===== src/bbr_pkg.sv =====
// Package with address map, size codes and states of the bit-band remapper.
package bbr_pkg;
   localparam logic [31:0] BBR_SRAM_BASE = 32'h2000_0000;
   localparam logic [31:0] BBR_SRAM_ALIAS = 32'h2200_0000;
   localparam logic [31:0] BBR_PERI_BASE = 32'h4000_0000;
   localparam logic [31:0] BBR_PERI_ALIAS = 32'h4200_0000;
   localparam int BBR_REGION_BITS = 20;
   localparam int BBR_ALIAS_BITS = 25;
   localparam logic [6:0] BBR_REGION_TAG_SRAM = 7'h20;
   localparam logic [6:0] BBR_REGION_TAG_PERI = 7'h40;
   localparam logic [2:0] BBR_PERI_SPACE = 3'h2;
   localparam logic [1:0] BBR_SIZE_BYTE = 2'h0;
   localparam logic [1:0] BBR_SIZE_HALF = 2'h1;
   localparam logic [1:0] BBR_SIZE_WORD = 2'h2;
   localparam logic [31:0] BBR_READ_CLEAR = 32'h0000_0000;
   localparam logic [31:0] BBR_READ_SET = 32'h0000_0001;
   typedef enum logic [2:0] {
      BBR_IDLE = 3'b000,
      BBR_PASS = 3'b001,
      BBR_ARD = 3'b010,
      BBR_AWR = 3'b011,
      BBR_DONE = 3'b100
   } bbr_state_t;
endpackage


===== src/bbr_decode.sv =====
`timescale 1ns/1ps
// Address decoder that classifies an access and derives the bit-band target.
module bbr_decode
   import bbr_pkg::*;
(
   input wire logic [31:0] addr_i,
   output logic is_alias_o,
   output logic is_peri_o,
   output logic [31:0] target_addr_o,
   output logic [2:0] bit_num_o
);
   logic [BBR_ALIAS_BITS-1:0] offset;
   always_comb begin
      // Both alias windows are 32 MB wide and start 32 MB above their region base.
      is_alias_o = (addr_i[31:BBR_ALIAS_BITS] == BBR_SRAM_ALIAS[31:BBR_ALIAS_BITS]) ||
                   (addr_i[31:BBR_ALIAS_BITS] == BBR_PERI_ALIAS[31:BBR_ALIAS_BITS]);
      is_peri_o = (addr_i[31:29] == BBR_PERI_SPACE);
      offset = addr_i[BBR_ALIAS_BITS-1:0];
      // Offset is byte times 32 plus bit times 4, so the byte starts at bit 5.
      bit_num_o = offset[4:2];
      target_addr_o = (is_peri_o ? BBR_PERI_BASE : BBR_SRAM_BASE) |
                      {12'h000, offset[BBR_ALIAS_BITS-1:5]};
   end
endmodule


===== src/bbr_remap.sv =====
`timescale 1ns/1ps
// Bit-band remapper between the processor data bus and downstream memory.
module bbr_remap
   import bbr_pkg::*;
(
   input wire logic ref_clk_i,
   input wire logic rst_n_i,
   input wire logic req_i,
   input wire logic fetch_i,
   input wire logic we_i,
   input wire logic [1:0] size_i,
   input wire logic [31:0] addr_i,
   input wire logic [31:0] wdata_i,
   input wire logic [3:0] wstrb_i,
   output logic busy_o,
   output logic done_o,
   output logic err_o,
   output logic [31:0] rdata_o,
   output logic mem_req_o,
   output logic mem_we_o,
   output logic mem_lock_o,
   output logic [1:0] mem_size_o,
   output logic [31:0] mem_addr_o,
   output logic [31:0] mem_wdata_o,
   output logic [3:0] mem_wstrb_o,
   input wire logic mem_ack_i,
   input wire logic [31:0] mem_rdata_i
);
   bbr_state_t state_q;
   logic is_alias, is_peri;
   logic [31:0] target;
   logic [2:0] bit_num;
   logic [4:0] bit_pos_q;
   logic wbit_q;

   bbr_decode u_dec (
      .addr_i(addr_i),
      .is_alias_o(is_alias),
      .is_peri_o(is_peri),
      .target_addr_o(target),
      .bit_num_o(bit_num)
   );

   // Bit position of the target bit inside the little-endian bus lane.
   function automatic logic [4:0] lane_bit(input logic [1:0] a, input logic [2:0] b);
      return {a, b};
   endfunction

   function automatic logic [3:0] size_strb(input logic [1:0] s, input logic [1:0] a);
      unique case (s)
         BBR_SIZE_BYTE: return 4'h1 << a;
         BBR_SIZE_HALF: return a[1] ? 4'hc : 4'h3;
         default: return 4'hf;
      endcase
   endfunction

   always_ff @(posedge ref_clk_i or negedge rst_n_i) begin
      if (!rst_n_i) begin
         state_q <= BBR_IDLE;
         busy_o <= 1'b0;
         done_o <= 1'b0;
         err_o <= 1'b0;
         rdata_o <= 32'h0000_0000;
         mem_req_o <= 1'b0;
         mem_we_o <= 1'b0;
         mem_lock_o <= 1'b0;
         mem_size_o <= BBR_SIZE_BYTE;
         mem_addr_o <= 32'h0000_0000;
         mem_wdata_o <= 32'h0000_0000;
         mem_wstrb_o <= 4'h0;
         bit_pos_q <= 5'h00;
         wbit_q <= 1'b0;
      end else begin
         done_o <= 1'b0;
         err_o <= 1'b0;
         unique case (state_q)
            BBR_IDLE: begin
               if (req_i) begin
                  busy_o <= 1'b1;
                  if (fetch_i && is_peri) begin
                     // Peripheral space is execute-never, alias included.
                     busy_o <= 1'b0;
                     done_o <= 1'b1;
                     err_o <= 1'b1;
                     rdata_o <= 32'h0000_0000;
                  end else if (is_alias && !fetch_i) begin
                     mem_req_o <= 1'b1;
                     mem_we_o <= 1'b0;
                     mem_lock_o <= 1'b1;
                     mem_size_o <= size_i;
                     mem_addr_o <= target;
                     mem_wstrb_o <= 4'h0;
                     bit_pos_q <= lane_bit(target[1:0], bit_num);
                     wbit_q <= wdata_i[0];
                     state_q <= BBR_ARD;
                  end else begin
                     // Direct and fetch accesses go through untouched.
                     mem_req_o <= 1'b1;
                     mem_we_o <= we_i;
                     mem_lock_o <= 1'b0;
                     mem_size_o <= size_i;
                     mem_addr_o <= addr_i;
                     mem_wdata_o <= wdata_i;
                     mem_wstrb_o <= wstrb_i;
                     state_q <= BBR_PASS;
                  end
               end
            end
            BBR_PASS: begin
               if (mem_ack_i) begin
                  mem_req_o <= 1'b0;
                  busy_o <= 1'b0;
                  done_o <= 1'b1;
                  rdata_o <= mem_rdata_i;
                  state_q <= BBR_IDLE;
               end
            end
            BBR_ARD: begin
               if (mem_ack_i) begin
                  if (mem_we_o == 1'b0 && !we_i) begin
                     mem_req_o <= 1'b0;
                     mem_lock_o <= 1'b0;
                     busy_o <= 1'b0;
                     done_o <= 1'b1;
                     rdata_o <= mem_rdata_i[bit_pos_q] ? BBR_READ_SET : BBR_READ_CLEAR;
                     state_q <= BBR_IDLE;
                  end else begin
                     // Lock stays high so nothing slips between read and write.
                     mem_we_o <= 1'b1;
                     mem_wdata_o <= mem_rdata_i;
                     mem_wdata_o[bit_pos_q] <= wbit_q;
                     mem_wstrb_o <= size_strb(mem_size_o, mem_addr_o[1:0]);
                     state_q <= BBR_AWR;
                  end
               end
            end
            BBR_AWR: begin
               if (mem_ack_i) begin
                  mem_req_o <= 1'b0;
                  mem_we_o <= 1'b0;
                  mem_lock_o <= 1'b0;
                  busy_o <= 1'b0;
                  done_o <= 1'b1;
                  rdata_o <= 32'h0000_0000;
                  state_q <= BBR_IDLE;
               end
            end
            default: state_q <= BBR_IDLE;
         endcase
      end
   end

   property p_fetch_refused;
      @(posedge ref_clk_i) disable iff (!rst_n_i)
      (state_q == BBR_IDLE && req_i && fetch_i && is_peri) |=> (err_o && done_o && !mem_req_o);
   endproperty
   a_fetch_refused: assert property (p_fetch_refused) else $error("peripheral fetch not refused");

   property p_alias_target;
      @(posedge ref_clk_i) disable iff (!rst_n_i)
      (state_q == BBR_IDLE && req_i && is_alias && !fetch_i) |=>
         (mem_addr_o == $past(target) && mem_size_o == $past(size_i) && mem_lock_o);
   endproperty
   a_alias_target: assert property (p_alias_target) else $error("alias remap wrong");

   property p_pass_unchanged;
      @(posedge ref_clk_i) disable iff (!rst_n_i)
      (state_q == BBR_IDLE && req_i && !is_alias && !is_peri) |=>
         (mem_addr_o == $past(addr_i) && mem_wdata_o == $past(wdata_i) && mem_wstrb_o == $past(wstrb_i));
   endproperty
   a_pass_unchanged: assert property (p_pass_unchanged) else $error("pass access altered");

   property p_read_value;
      @(posedge ref_clk_i) disable iff (!rst_n_i)
      (state_q == BBR_ARD && mem_ack_i && !mem_we_o && !we_i) |=> (rdata_o[31:1] == 31'h0);
   endproperty
   a_read_value: assert property (p_read_value) else $error("alias read upper bits set");

   property p_rmw_bit;
      @(posedge ref_clk_i) disable iff (!rst_n_i)
      (state_q == BBR_ARD && mem_ack_i && we_i) |=> (mem_wdata_o[bit_pos_q] == wbit_q && mem_we_o);
   endproperty
   a_rmw_bit: assert property (p_rmw_bit) else $error("rmw bit wrong");

   property p_lock_held;
      @(posedge ref_clk_i) disable iff (!rst_n_i)
      (state_q == BBR_AWR) |-> (mem_lock_o && mem_req_o);
   endproperty
   a_lock_held: assert property (p_lock_held) else $error("lock dropped in rmw");

   // The write phase must follow the read phase on the same target with no gap in the request.
   property p_rmw_addr;
      @(posedge ref_clk_i) disable iff (!rst_n_i)
      (state_q == BBR_ARD && mem_ack_i && we_i) |=>
         (mem_req_o && mem_lock_o && mem_addr_o == $past(mem_addr_o) &&
          mem_size_o == $past(mem_size_o));
   endproperty
   a_rmw_addr: assert property (p_rmw_addr) else $error("rmw target moved");

   property p_bit_range;
      @(posedge ref_clk_i) disable iff (!rst_n_i)
      (state_q == BBR_IDLE && req_i && is_alias && !fetch_i) |=> (bit_pos_q[2:0] == $past(addr_i[4:2]));
   endproperty
   a_bit_range: assert property (p_bit_range) else $error("bit number decode wrong");

   property p_sram_fetch;
      @(posedge ref_clk_i) disable iff (!rst_n_i)
      (state_q == BBR_IDLE && req_i && fetch_i && !is_peri) |=> (mem_addr_o == $past(addr_i) && !err_o);
   endproperty
   a_sram_fetch: assert property (p_sram_fetch) else $error("fetch remapped");
endmodule


===== config.mk =====
export PLATFORM = sky130hd
export DESIGN_NAME = bbr_remap
export DESIGN_NICKNAME = d
export VERILOG_FILES = /design/src/bbr_pkg.sv /design/src/bbr_decode.sv /design/src/bbr_remap.sv
export SDC_FILE = /design/constraint.sdc
export NUM_CORES = 1
export LEC_CHECK = 0
export ABC_AREA = 1
export BUFFER_PORTS_ARGS = -buffer_cell sky130_fd_sc_hd__buf_2
export CORE_MARGIN = 2
export CORE_UTILIZATION = 35
export CTS_BUF_LIST = sky130_fd_sc_hd__clkbuf_16
export DETAILED_ROUTE_END_ITERATION = 16
export PLACE_DENSITY = 0.55
export SLEW_MARGIN = 20
export SYNTH_ARGS = -nofsm -noshare
export SYNTH_HDL_FRONTEND = slang
export SYNTH_SLANG_ARGS = --single-unit

===== constraint.sdc =====
create_clock -name ref_clk_i -period 4 [get_ports ref_clk_i]
set_input_delay 0.4 -clock ref_clk_i [delete_from_list [all_inputs] [get_ports ref_clk_i]]
set_output_delay 0.4 -clock ref_clk_i [all_outputs]
set_load 0.01 [all_outputs]

* Yosys cells after proc, flatten, opt, wreduce, memory -nomap -nowiden
Cells that the tools add are included.
Operators by class: order comparisons 2, equal/unequal tests 17, shifts and indexed selects 1, bitwise operators 3, div/mod/pow operators 0, multiply operators 0, mux-type cells 62, reduce and logical (&&, ||, !) cells 24, $add $sub $neg 0
Operator list (number):
- two-way mux 32 bit | 12
- one-hot mux 32 bit (4 select lines) | 1
- one-hot mux 32 bit (2 select lines) | 1
- bitwise mux 32 bit | 1
- bitwise OR 32 x 20 -> 32 bit | 1
- two-way mux 31 bit | 1
- two-way mux 1 bit | 24
- two-way mux 4 bit | 6
- AND reduction 6 bit | 4
- inequality test 2 bit (second input constant) | 9
- one-hot mux 4 bit (2 select lines) | 2
- one-hot mux 1 bit (3 select lines) | 5
- two-way mux 3 bit | 4
- AND reduction 5 bit | 2
- equality test 3 x 2 -> 1 bit (second input constant) | 3
- one-hot mux 3 bit (3 select lines) | 1
- AND reduction 4 bit | 2
- equality test 7 x 5 -> 1 bit (second input constant) | 1
- equality test 7 x 6 -> 1 bit (second input constant) | 1
- AND reduction 7 bit | 1
- < comparator 5 x 6 -> 1 bit (second input constant) | 1
- nonzero test 3 bit | 2
- binary-select mux 1 bit (select 5 bit) | 1
- demux 1 bit (select 5 bit) | 1
- other kinds (16) | 22
Word-level totals: input port bits 108, memories 0, memory bits (read-only) 0, output and inout port bits 108, flip-flop bits (word level) 117, memory bits (writable) 0, bits in latches 0

* Longest topological paths before layout
Gate-level depths: netlist (run 1).
word-level depth 8, mapped depth 14, depth with buffers taken out 13

* Cells and area by module
A second synthesis (run 1) with hierarchy kept.
Second synthesis, totals: cells, all modules 792, area total of the unflattened synthesis 6586.3 µm²
Modules (own cells, without submodules):
- bbr_remap | area each 6277.3 µm², cells each 747, times used 1, sequential area each 2902.8 µm²
- bbr_decode | area each 309.0 µm², cells each 45, times used 1, sequential area each 0.0 µm²

* Worst setup path after synthesis (run 1)
Ideal clock, no wire load.
kind flip-flop to flip-flop, start point register state_q[0], end point register rdata_o[22], period minus slack after synthesis 1.913 ns, setup time 0.134 ns, buffers on the path 3, path slack 2.087 ns, required time 3.866 ns, arrival time 1.779 ns, cell stages (with the launch flop) 14, path through dfrtp_1 inv_1 ha_1 buf_2 inv_2 o22ai_4 nor2_2 nand2_2 nor2_4 inv_2 buf_6 buf_6 nand2_1 o31ai_1
On the way: word-level cells in the longest chain between the ends 3, elaborated cells between the ends (all ways) 13
Ends and longest elaborated chain:
- start: declaration | line bbr_remap.sv:29 | bbr_state_t state_q;
- start signal: assignment | line bbr_remap.sv:59 | state_q <= BBR_IDLE;
- start signal: assignment | line bbr_remap.sv:95 | state_q <= BBR_ARD;
- start signal: assignment | line bbr_remap.sv:105 | state_q <= BBR_PASS;
- equality test 3 x 2 -> 1 bit (tied with other cells) | line bbr_remap.sv:76 | unique case (state_q)
- nonzero test 4 bit (no line) or inequality test 2 bit (tied branches)
- AND reduction 7 bit (no line)
- end signal: assignment | line bbr_remap.sv:114 | rdata_o <= mem_rdata_i;
- end signal: assignment | line bbr_remap.sv:125 | rdata_o <= mem_rdata_i[bit_pos_q] ? BBR_READ_SET : BBR_READ_CLEAR;
- end: declaration | line bbr_remap.sv:18 | output logic [31:0] rdata_o,
Parallel ways exist; a longest one is shown, timed or not. A chain may end at the register's enable or synchronous reset.

* Worst setup path after layout (run 1)
start point register state_q[0], end point register mem_wdata_o[19]
On the way: word-level cells in the longest chain between the ends 3, elaborated cells between the ends (all ways) 10
Ends and longest elaborated chain:
- equality test 3 x 2 -> 1 bit or logical NOT 3 bit (tied branches) | line bbr_remap.sv:76
- inequality test 2 bit (no line) or nonzero test 2 bit (tied branches)
- AND reduction 6 bit (no line)
- end signal: assignment | line bbr_remap.sv:103 | mem_wdata_o <= wdata_i;
- end signal: assignment | line bbr_remap.sv:130 | mem_wdata_o <= mem_rdata_i;
- end signal: indexed assignment | line bbr_remap.sv:131 | mem_wdata_o[bit_pos_q] <= wbit_q;
- end: declaration | line bbr_remap.sv:24 | output logic [31:0] mem_wdata_o,
Parallel ways exist; a longest one is shown, timed or not.

==> results of run 1 <==
## worst paths after layout
path,start,to,slack [ps],cells after the start
max in group asynchronous,rst_n_i,mem_addr_o[13],3040,2
hold reg to reg,mem_addr_o[26],mem_addr_o[26],470,2
min in group ref_clk_i,size_i[1],mem_size_o[1],180,3
hold / removal,rst_n_i,rdata_o[12],40,1
setup / recovery,state_q[0],mem_wdata_o[19],1040,8
setup reg to reg,state_q[0],mem_wdata_o[19],1040,8
## power by group through the flow
stage                     logic (mW)  clock network (mW)  registers (mW)
after floorplan                 1.68                   0            2.09
final                           2.66                1.60            1.94
after detailed placement        2.69                   0            1.95
after CTS                       2.69                1.62            1.94
after global placement          2.67                   0            1.96
after global routing            3.01                1.68            2.00
## synthesized netlist by cell type (3+ instances only)
| library cell | n |
|---|---|
| a21oi_1 | 33 |
| a31oi_1 | 6 |
| buf_2 | 11 |
| buf_4 | 3 |
| buf_6 | 7 |
| clkbuf_1 | 23 |
| clkinv_1 | 4 |
| dfrtp_1 | 116 |
| ha_1 | 5 |
| inv_1 | 55 |
| inv_2 | 6 |
| nand2_1 | 311 |
| nand3_1 | 58 |
| nor2_1 | 30 |
| nor2_4 | 7 |
| nor3_1 | 29 |
| o21ai_0 | 62 |
| o21ai_1 | 5 |
| o31ai_1 | 49 |
## routing by layer
| metal | share of wire [%] | wire [um] | up-vias |
|---|---|---|---|
| li1 | - | - | 3152 |
| met1 | 44 | 9310 | 2934 |
| met2 | 44 | 9310 | 244 |
| met3 | 9.1 | 1900 | 35 |
| met4 | 2.1 | 432 | 0 |
| met5 | 0 | 0 | - |
## cells in the final DEF, fill, tap and decap left out, types with 6 or more instances in the layout
master and n:
a21oi_1 33, a31oi_1 6, buf_2 214, buf_4 7, clkbuf_16 17, clkinv_1 7
dfrtp_1 116, inv_1 55, inv_2 6, nand2_1 311, nand3_1 58, nor2_1 30
nor2_4 7, nor3_1 29, o21ai_0 62, o31ai_1 49
## cell families after synthesis
kind of cell | Yosys count
XOR/XNOR | 1
AND/OR/NAND/NOR | 445
flip-flops | 116
buffers and inverters | 110
adder cells (fa/ha/maj) | 5
AO/OA/AOI/OAI | 161
## state kept, by name (all words and copies together) (netlist names), 2 cells and up
signal       flops
rdata_o         32
state_q          2
mem_wdata_o     32
mem_wstrb_o      4
mem_size_o       2
mem_addr_o      32
bit_pos_q        5
## critical path, stage by stage (launching register included)
cell and delay [ps]:
dfrtp_1 410, inv_1 120, ha_1 570, nor2_1 190, nor3_4 380, inv_2 310, nor2_4 660, nand2_1 140
nand2_1 100
## per-stage QoR
stage | util [%] | hold slack, ps | instances
floorplan | - | 104 | 838
global placement | 42.0 | 452 | 1243
detailed placement | 42.0 | 461 | 1243
CTS | 45.4 | 84.5 | 1275
global route | 45.4 | 115 | 1275
finish | 45.4 | 39.5 | 1276
## final cells by class
type / instances / area (sq um)
clock buffers: 17 / 425
clock inverters: 15 / 188
flip-flops and latches: 116 / 2900
inverters: 65 / 244
diodes: 1 / 2.50
well taps: 229 / 287
repair buffers: 221 / 1120
multi-input cells: 612 / 2930
fillers: 1875 / 9740
==> impl_results.md, run 1 <==
* Clock sinks at 116
* Worst-path clk slew at 60 ps
* Initial core utilization at 35.4%
* M3 GR Usage at 6.72%
* DR pass1 iterations at 5
* Synth Area in Compound Gates at 15.3%
* Nets@finish at 1146
* Setup TNS at 0 ps
* Mux cell area share after synthesis at 0%
* Nature of the critical path startpoint: flip-flop
* Largest family of logic cells by synthesized area: simple AND/OR/NAND/NOR gates
* Crit-path max FO at 33
* Final hold violations at 0
* LEAKAGE at 4.39 nW
* Number of port buffers at 215
* Via count of the routed design at 6365
* Final wirelength at 21000 um
* Ports at 216
* Clock Latency Late Sink at 420 ps
* XOR/XNOR Fraction of Synth Area at 0.139%
* CTS tree: done
* Clk_skew at 9.62 ps
* Syn Area/Cell at 7.55 sq um
* Number of synthesized flops with an enable pin at 0
* Setup WS post-layout at 1040 ps
* Area Overhead vs Synth at 28.1%
* Post-DRT Antenna Nets at 0
* Hold crit path type: primary input to asynchronous set/reset pin
* Finished Cell Area at 8100 sq um
* Worst-Margin Slew at 985 ps
* Site row count at 49
* Max clock buf depth at 2
* GRT Util Overall at 22.0%
* Worst Path Class, Setup: flip-flop to flip-flop
* GPL Wtd Cong at 0.832
* Endpoint class of the critical path: flip-flop
* Max cap viols at 0
* Initial antenna violation count at 2
* Pre-CTS setup slack at 1060 ps
* Critical Path RT at 4350 ps
* Int Power at 3.57 mW
* Worst EP arrival at 3310 ps
* Iteration-0 DRC Markers at 346
* Fin crit period at 2960 ps
* Top post-synthesis cells by area: dfrtp_1, nand2_1, o31ai_1
* Sequential share of power at 31.3%
* Gr ovfl total at 0
* PwrDens at 765 nW/um^2
* H-Tree Depth at 4
* Yosys warns at 0
* Die W at 138 um
* Share of cells above drive strength 1 at 26.0%
* Post-Syn Nets at 951
* Post-CTS sizing at 0
* Seq/Total Area, Yosys at 45.9%
* Status: finished clean
* Cts hold-fix bufs at 0
* Setup-failing EPs final at 0
* GR peak layer: met2
* Share of the synthesized area in the top cell type at 45.9%
* Switching share of power at 42.5%
* Post-CTS Setup Bufs at 0
* First-pass GRT wire length at 33600 um
* Vias in the first global route at 6220
* Fmax at 338 MHz
* Clock tree root buffer cell: clkbuf_16
* CTS buffer count at 17
* Post-Syn Instances at 838
* Final period utilization at 73.9%
* Comb pwr share at 43.0%
* RSZ-0062 raised after global routing: no
* Predominant post-synthesis flop cell: dfrtp_1
* Async SR Flop Fraction at 100%
* Power Total at 6.20 mW
* Leading area contributor after synthesis: dfrtp_1
* Die ar. at 19200 sq um
* NetSw at 2.63 mW
* Wirelength per Cell at 16.4 um
* Max Slew Vio Count at 0
* Worst vdd ir at 347 uV
* Die height at 138 um
* Mapped cell area at 6320 sq um
* Adder-cell area share of the yosys netlist at 0.989%
* Synth cell types at 33
* Simple-gate share of the synthesized area at 29.9%
* Post-DP HPWL at 15600 um
* Largest net degree at the start of global routing at 62
* Core area at 17800 sq um
* Vias/cell at 4.99
* Met1 usage at 29.9%
* Slew margin rel. at 34.2%
* Area post-placement at 7490 sq um
* Clk pwr share at 25.8%
* Global Route met2 Usage at 33.6%
* DRC errors left at 0
* Synth Register Bits at 116
(Power assumes the default switching activity.)
==> run 2: changes to the inputs <==
--- a/config.mk
+++ b/config.mk
@@ -11,7 +11,7 @@
 export CORE_UTILIZATION = 35
 export CTS_BUF_LIST = sky130_fd_sc_hd__clkbuf_16
 export DETAILED_ROUTE_END_ITERATION = 16
-export PLACE_DENSITY = 0.55
+export PLACE_DENSITY = 0.57
 export SLEW_MARGIN = 20
 export SYNTH_ARGS = -nofsm -noshare
 export SYNTH_HDL_FRONTEND = slang
==> constraint.sdc (replaced) <==
create_clock -name ref_clk_i -period 2.7 [get_ports ref_clk_i]
set_input_delay 0.27 -clock ref_clk_i [delete_from_list [all_inputs] [get_ports ref_clk_i]]
set_output_delay 0.27 -clock ref_clk_i [all_outputs]
set_load 0.01 [all_outputs]
==> run 2 against run 1 <==
Critical path depth rose by 2; critical endpoint is now mem_wdata_o[9]; clock power is 46% higher; die area is the same; clock-buffer cell count is the same; core utilization is 0.71 points higher; via count grew 0.94%; global-route usage about the same; worst setup slack worse by 670 ps; cell count is 1.1% higher; maximum frequency increased by 27%; cell area increased by 1.6%.
==> impl_results.md, run 2 (same netlist as run 1, synthesis figures left out) <==
* Status: finished clean
* Max clock buf depth at 2
* Reg-to-reg slack, setup at 370 ps
* Die ar. at 19200 sq um
* Worst Path Class, Setup: flip-flop to flip-flop
* Clock tree root buffer cell: clkbuf_16
* Reg2reg end: mem_wdata_o[9]
* Nets@finish at 1160
* Finished Core Util at 46.1%
* Setup TNS at 0 ps
* Final period utilization at 86.2%
* Share of cells above drive strength 1 at 27.1%
* Biggest regs: mem_addr_o (32), mem_wdata_o (32), rdata_o (32)
* Site row count at 49
* Clk_skew at 7.69 ps
* Launch point of the worst reg-to-reg path: state_q[0]
* DR pass1 iterations at 5
* Die W at 138 um
* Vias in the first global route at 6192
* Hold crit path type: primary input to flip-flop
* RSZ-0062 raised after global routing: no
* Largest net degree at the start of global routing at 62
* Area Overhead vs Synth at 30.1%
* DRC errors left at 0
* Setup-failing EPs final at 0
* Layout Cells excl Fill at 1290
* Via count of the routed design at 6425
* Max cap viols at 0
* Fill cells at 1808
* Worst vdd ir at 675 uV
* Finished Cell Area at 8230 sq um
* Endpoint class of the critical path: flip-flop
* Fin crit period at 2330 ps
* Crit-path max FO at 33
* Die height at 138 um
* Final wirelength at 21200 um
* H-Tree Depth at 4
* Area post-placement at 7610 sq um
* # placed instances at 1256
* CTS tree: done
* PwrDens at 1130 nW/um^2
* Most common cell after layout, fill and taps aside: nand2_1
* Clock Latency Late Sink at 420 ps
* Number of port buffers at 215
* Power Total at 9.31 mW
* Max Slew Vio Count at 0
* Vias/cell at 4.98
* Gr ovfl total at 0
* Worst-Margin Slew at 969 ps
* Core area at 17800 sq um
* Initial core utilization at 35.4%
* Post-DP HPWL at 15800 um
* Post-DRT Antenna Nets at 0
* Fmax at 429 MHz
* Worst EP arrival at 2630 ps
* Clock sinks at 116
* Critical Path RT at 3010 ps
* GRT Util Overall at 22.1%
* LEAKAGE at 4.49 nW
* Ports at 216
* Critical Path Sink: mem_wdata_o[9]
* Nature of the critical path startpoint: flip-flop
* Reg2Reg Depth at 10
* Slew margin rel. at 35.4%
* CTS buffer count at 17
* Worst setup path start: state_q[0]
* Wirelength per Cell at 16.4 um
* Iteration-0 DRC Markers at 387
* Post-CTS Setup Bufs at 0
* Final hold violations at 0
* First-pass GRT wire length at 33600 um
* GPL Wtd Cong at 0.846
* Initial antenna violation count at 1
* Most frequent cells in the layout: nand2_1, buf_2, dfrtp_1
* Worst-path clk slew at 60 ps
* Post-CTS sizing at 0
## run 2: cell count changes in the layout (fill, tap and decap cells not counted)
cell | before | now
buf_4 | 7 | 18
dlygate4sd3_1 | 0 | 1
clkinv_1 | 7 | 4
clkinvlp_4 | 5 | 1
inv_1 | 55 | 56
bufinv_16 | 4 | 3
buf_12 | 0 | 2
inv_6 | 1 | 4
clkinv_4 | 0 | 4
## run 2: worst min path at each step
stage | from | endpoint | slack [ps] | cells after the start
3_3_place_gp | rst_n_i | rdata_o[11] | 340 | 1
4_1_cts | size_i[1] | mem_size_o[1] | 40 | 3
6_report | size_i[1] | mem_size_o[1] | 50 | 3
2_1_floorplan | rst_n_i | bit_pos_q[0] | -30 | 0
5_1_grt | size_i[1] | mem_size_o[1] | 60 | 3
3_5_place_dp | rst_n_i | rdata_o[11] | 340 | 1
## run 2: final cells by class
type | instances | area (sq um) | share of cell area, %
multi-input cells | 612 | 2930 | 35.6
flip-flops and latches | 116 | 2900 | 35.3
repair buffers | 235 | 1260 | 15.3
clock buffers | 17 | 425 | 5.17
well taps | 229 | 287 | 3.48
inverters | 65 | 244 | 2.96
clock inverters | 15 | 181 | 2.20
diodes | 1 | 2.50 | 0.0304
## run 2: stage by stage
step,hold WS (ps),worst slack [ps]
after floorplan,-25.6,787
after global placement,335,464
after detailed placement,342,353
after CTS,35.3,352
after global routing,63.3,110
final,52.9,371
## run 2: critical path, stage by stage (launching register included)
cell	delay, ps
dfrtp_1	400
inv_1	120
ha_1	410
inv_2	100
o22ai_4	220
nor3_4	70
inv_2	420
nor2_4	30
buf_4	260
nand2_1	120
nand2_1	60
## run 2: timing repair
item,4_1_cts,5_1_grt
endpoints found under the setup margin,0,0
hold buffers,1,0
endpoints found under the hold margin,45,0
## run 2: report_power, final
| group | switching, mW | leakage [nW] | total, mW | internal (mW) |
|---|---|---|---|---|
| Combinational | 2.66 | 2.73 | 4.10 | 1.44 |
| Clock | 0.885 | 0.300 | 2.34 | 1.46 |
| Sequential | 0.430 | 1.46 | 2.86 | 2.43 |
| Total | 3.98 | 4.49 | 9.31 | 5.33 |
## run 2: layer usage
layer | track usage [%] | part of all wire, % | up-vias
met3 | 5.85 | 7.7 | 31
li1 | - | - | 3186
met2 | 33.2 | 44 | 258
met5 | 0 | 0 | -
met1 | 30.6 | 46 | 2950
met4 | 8.27 | 2.2 | 0
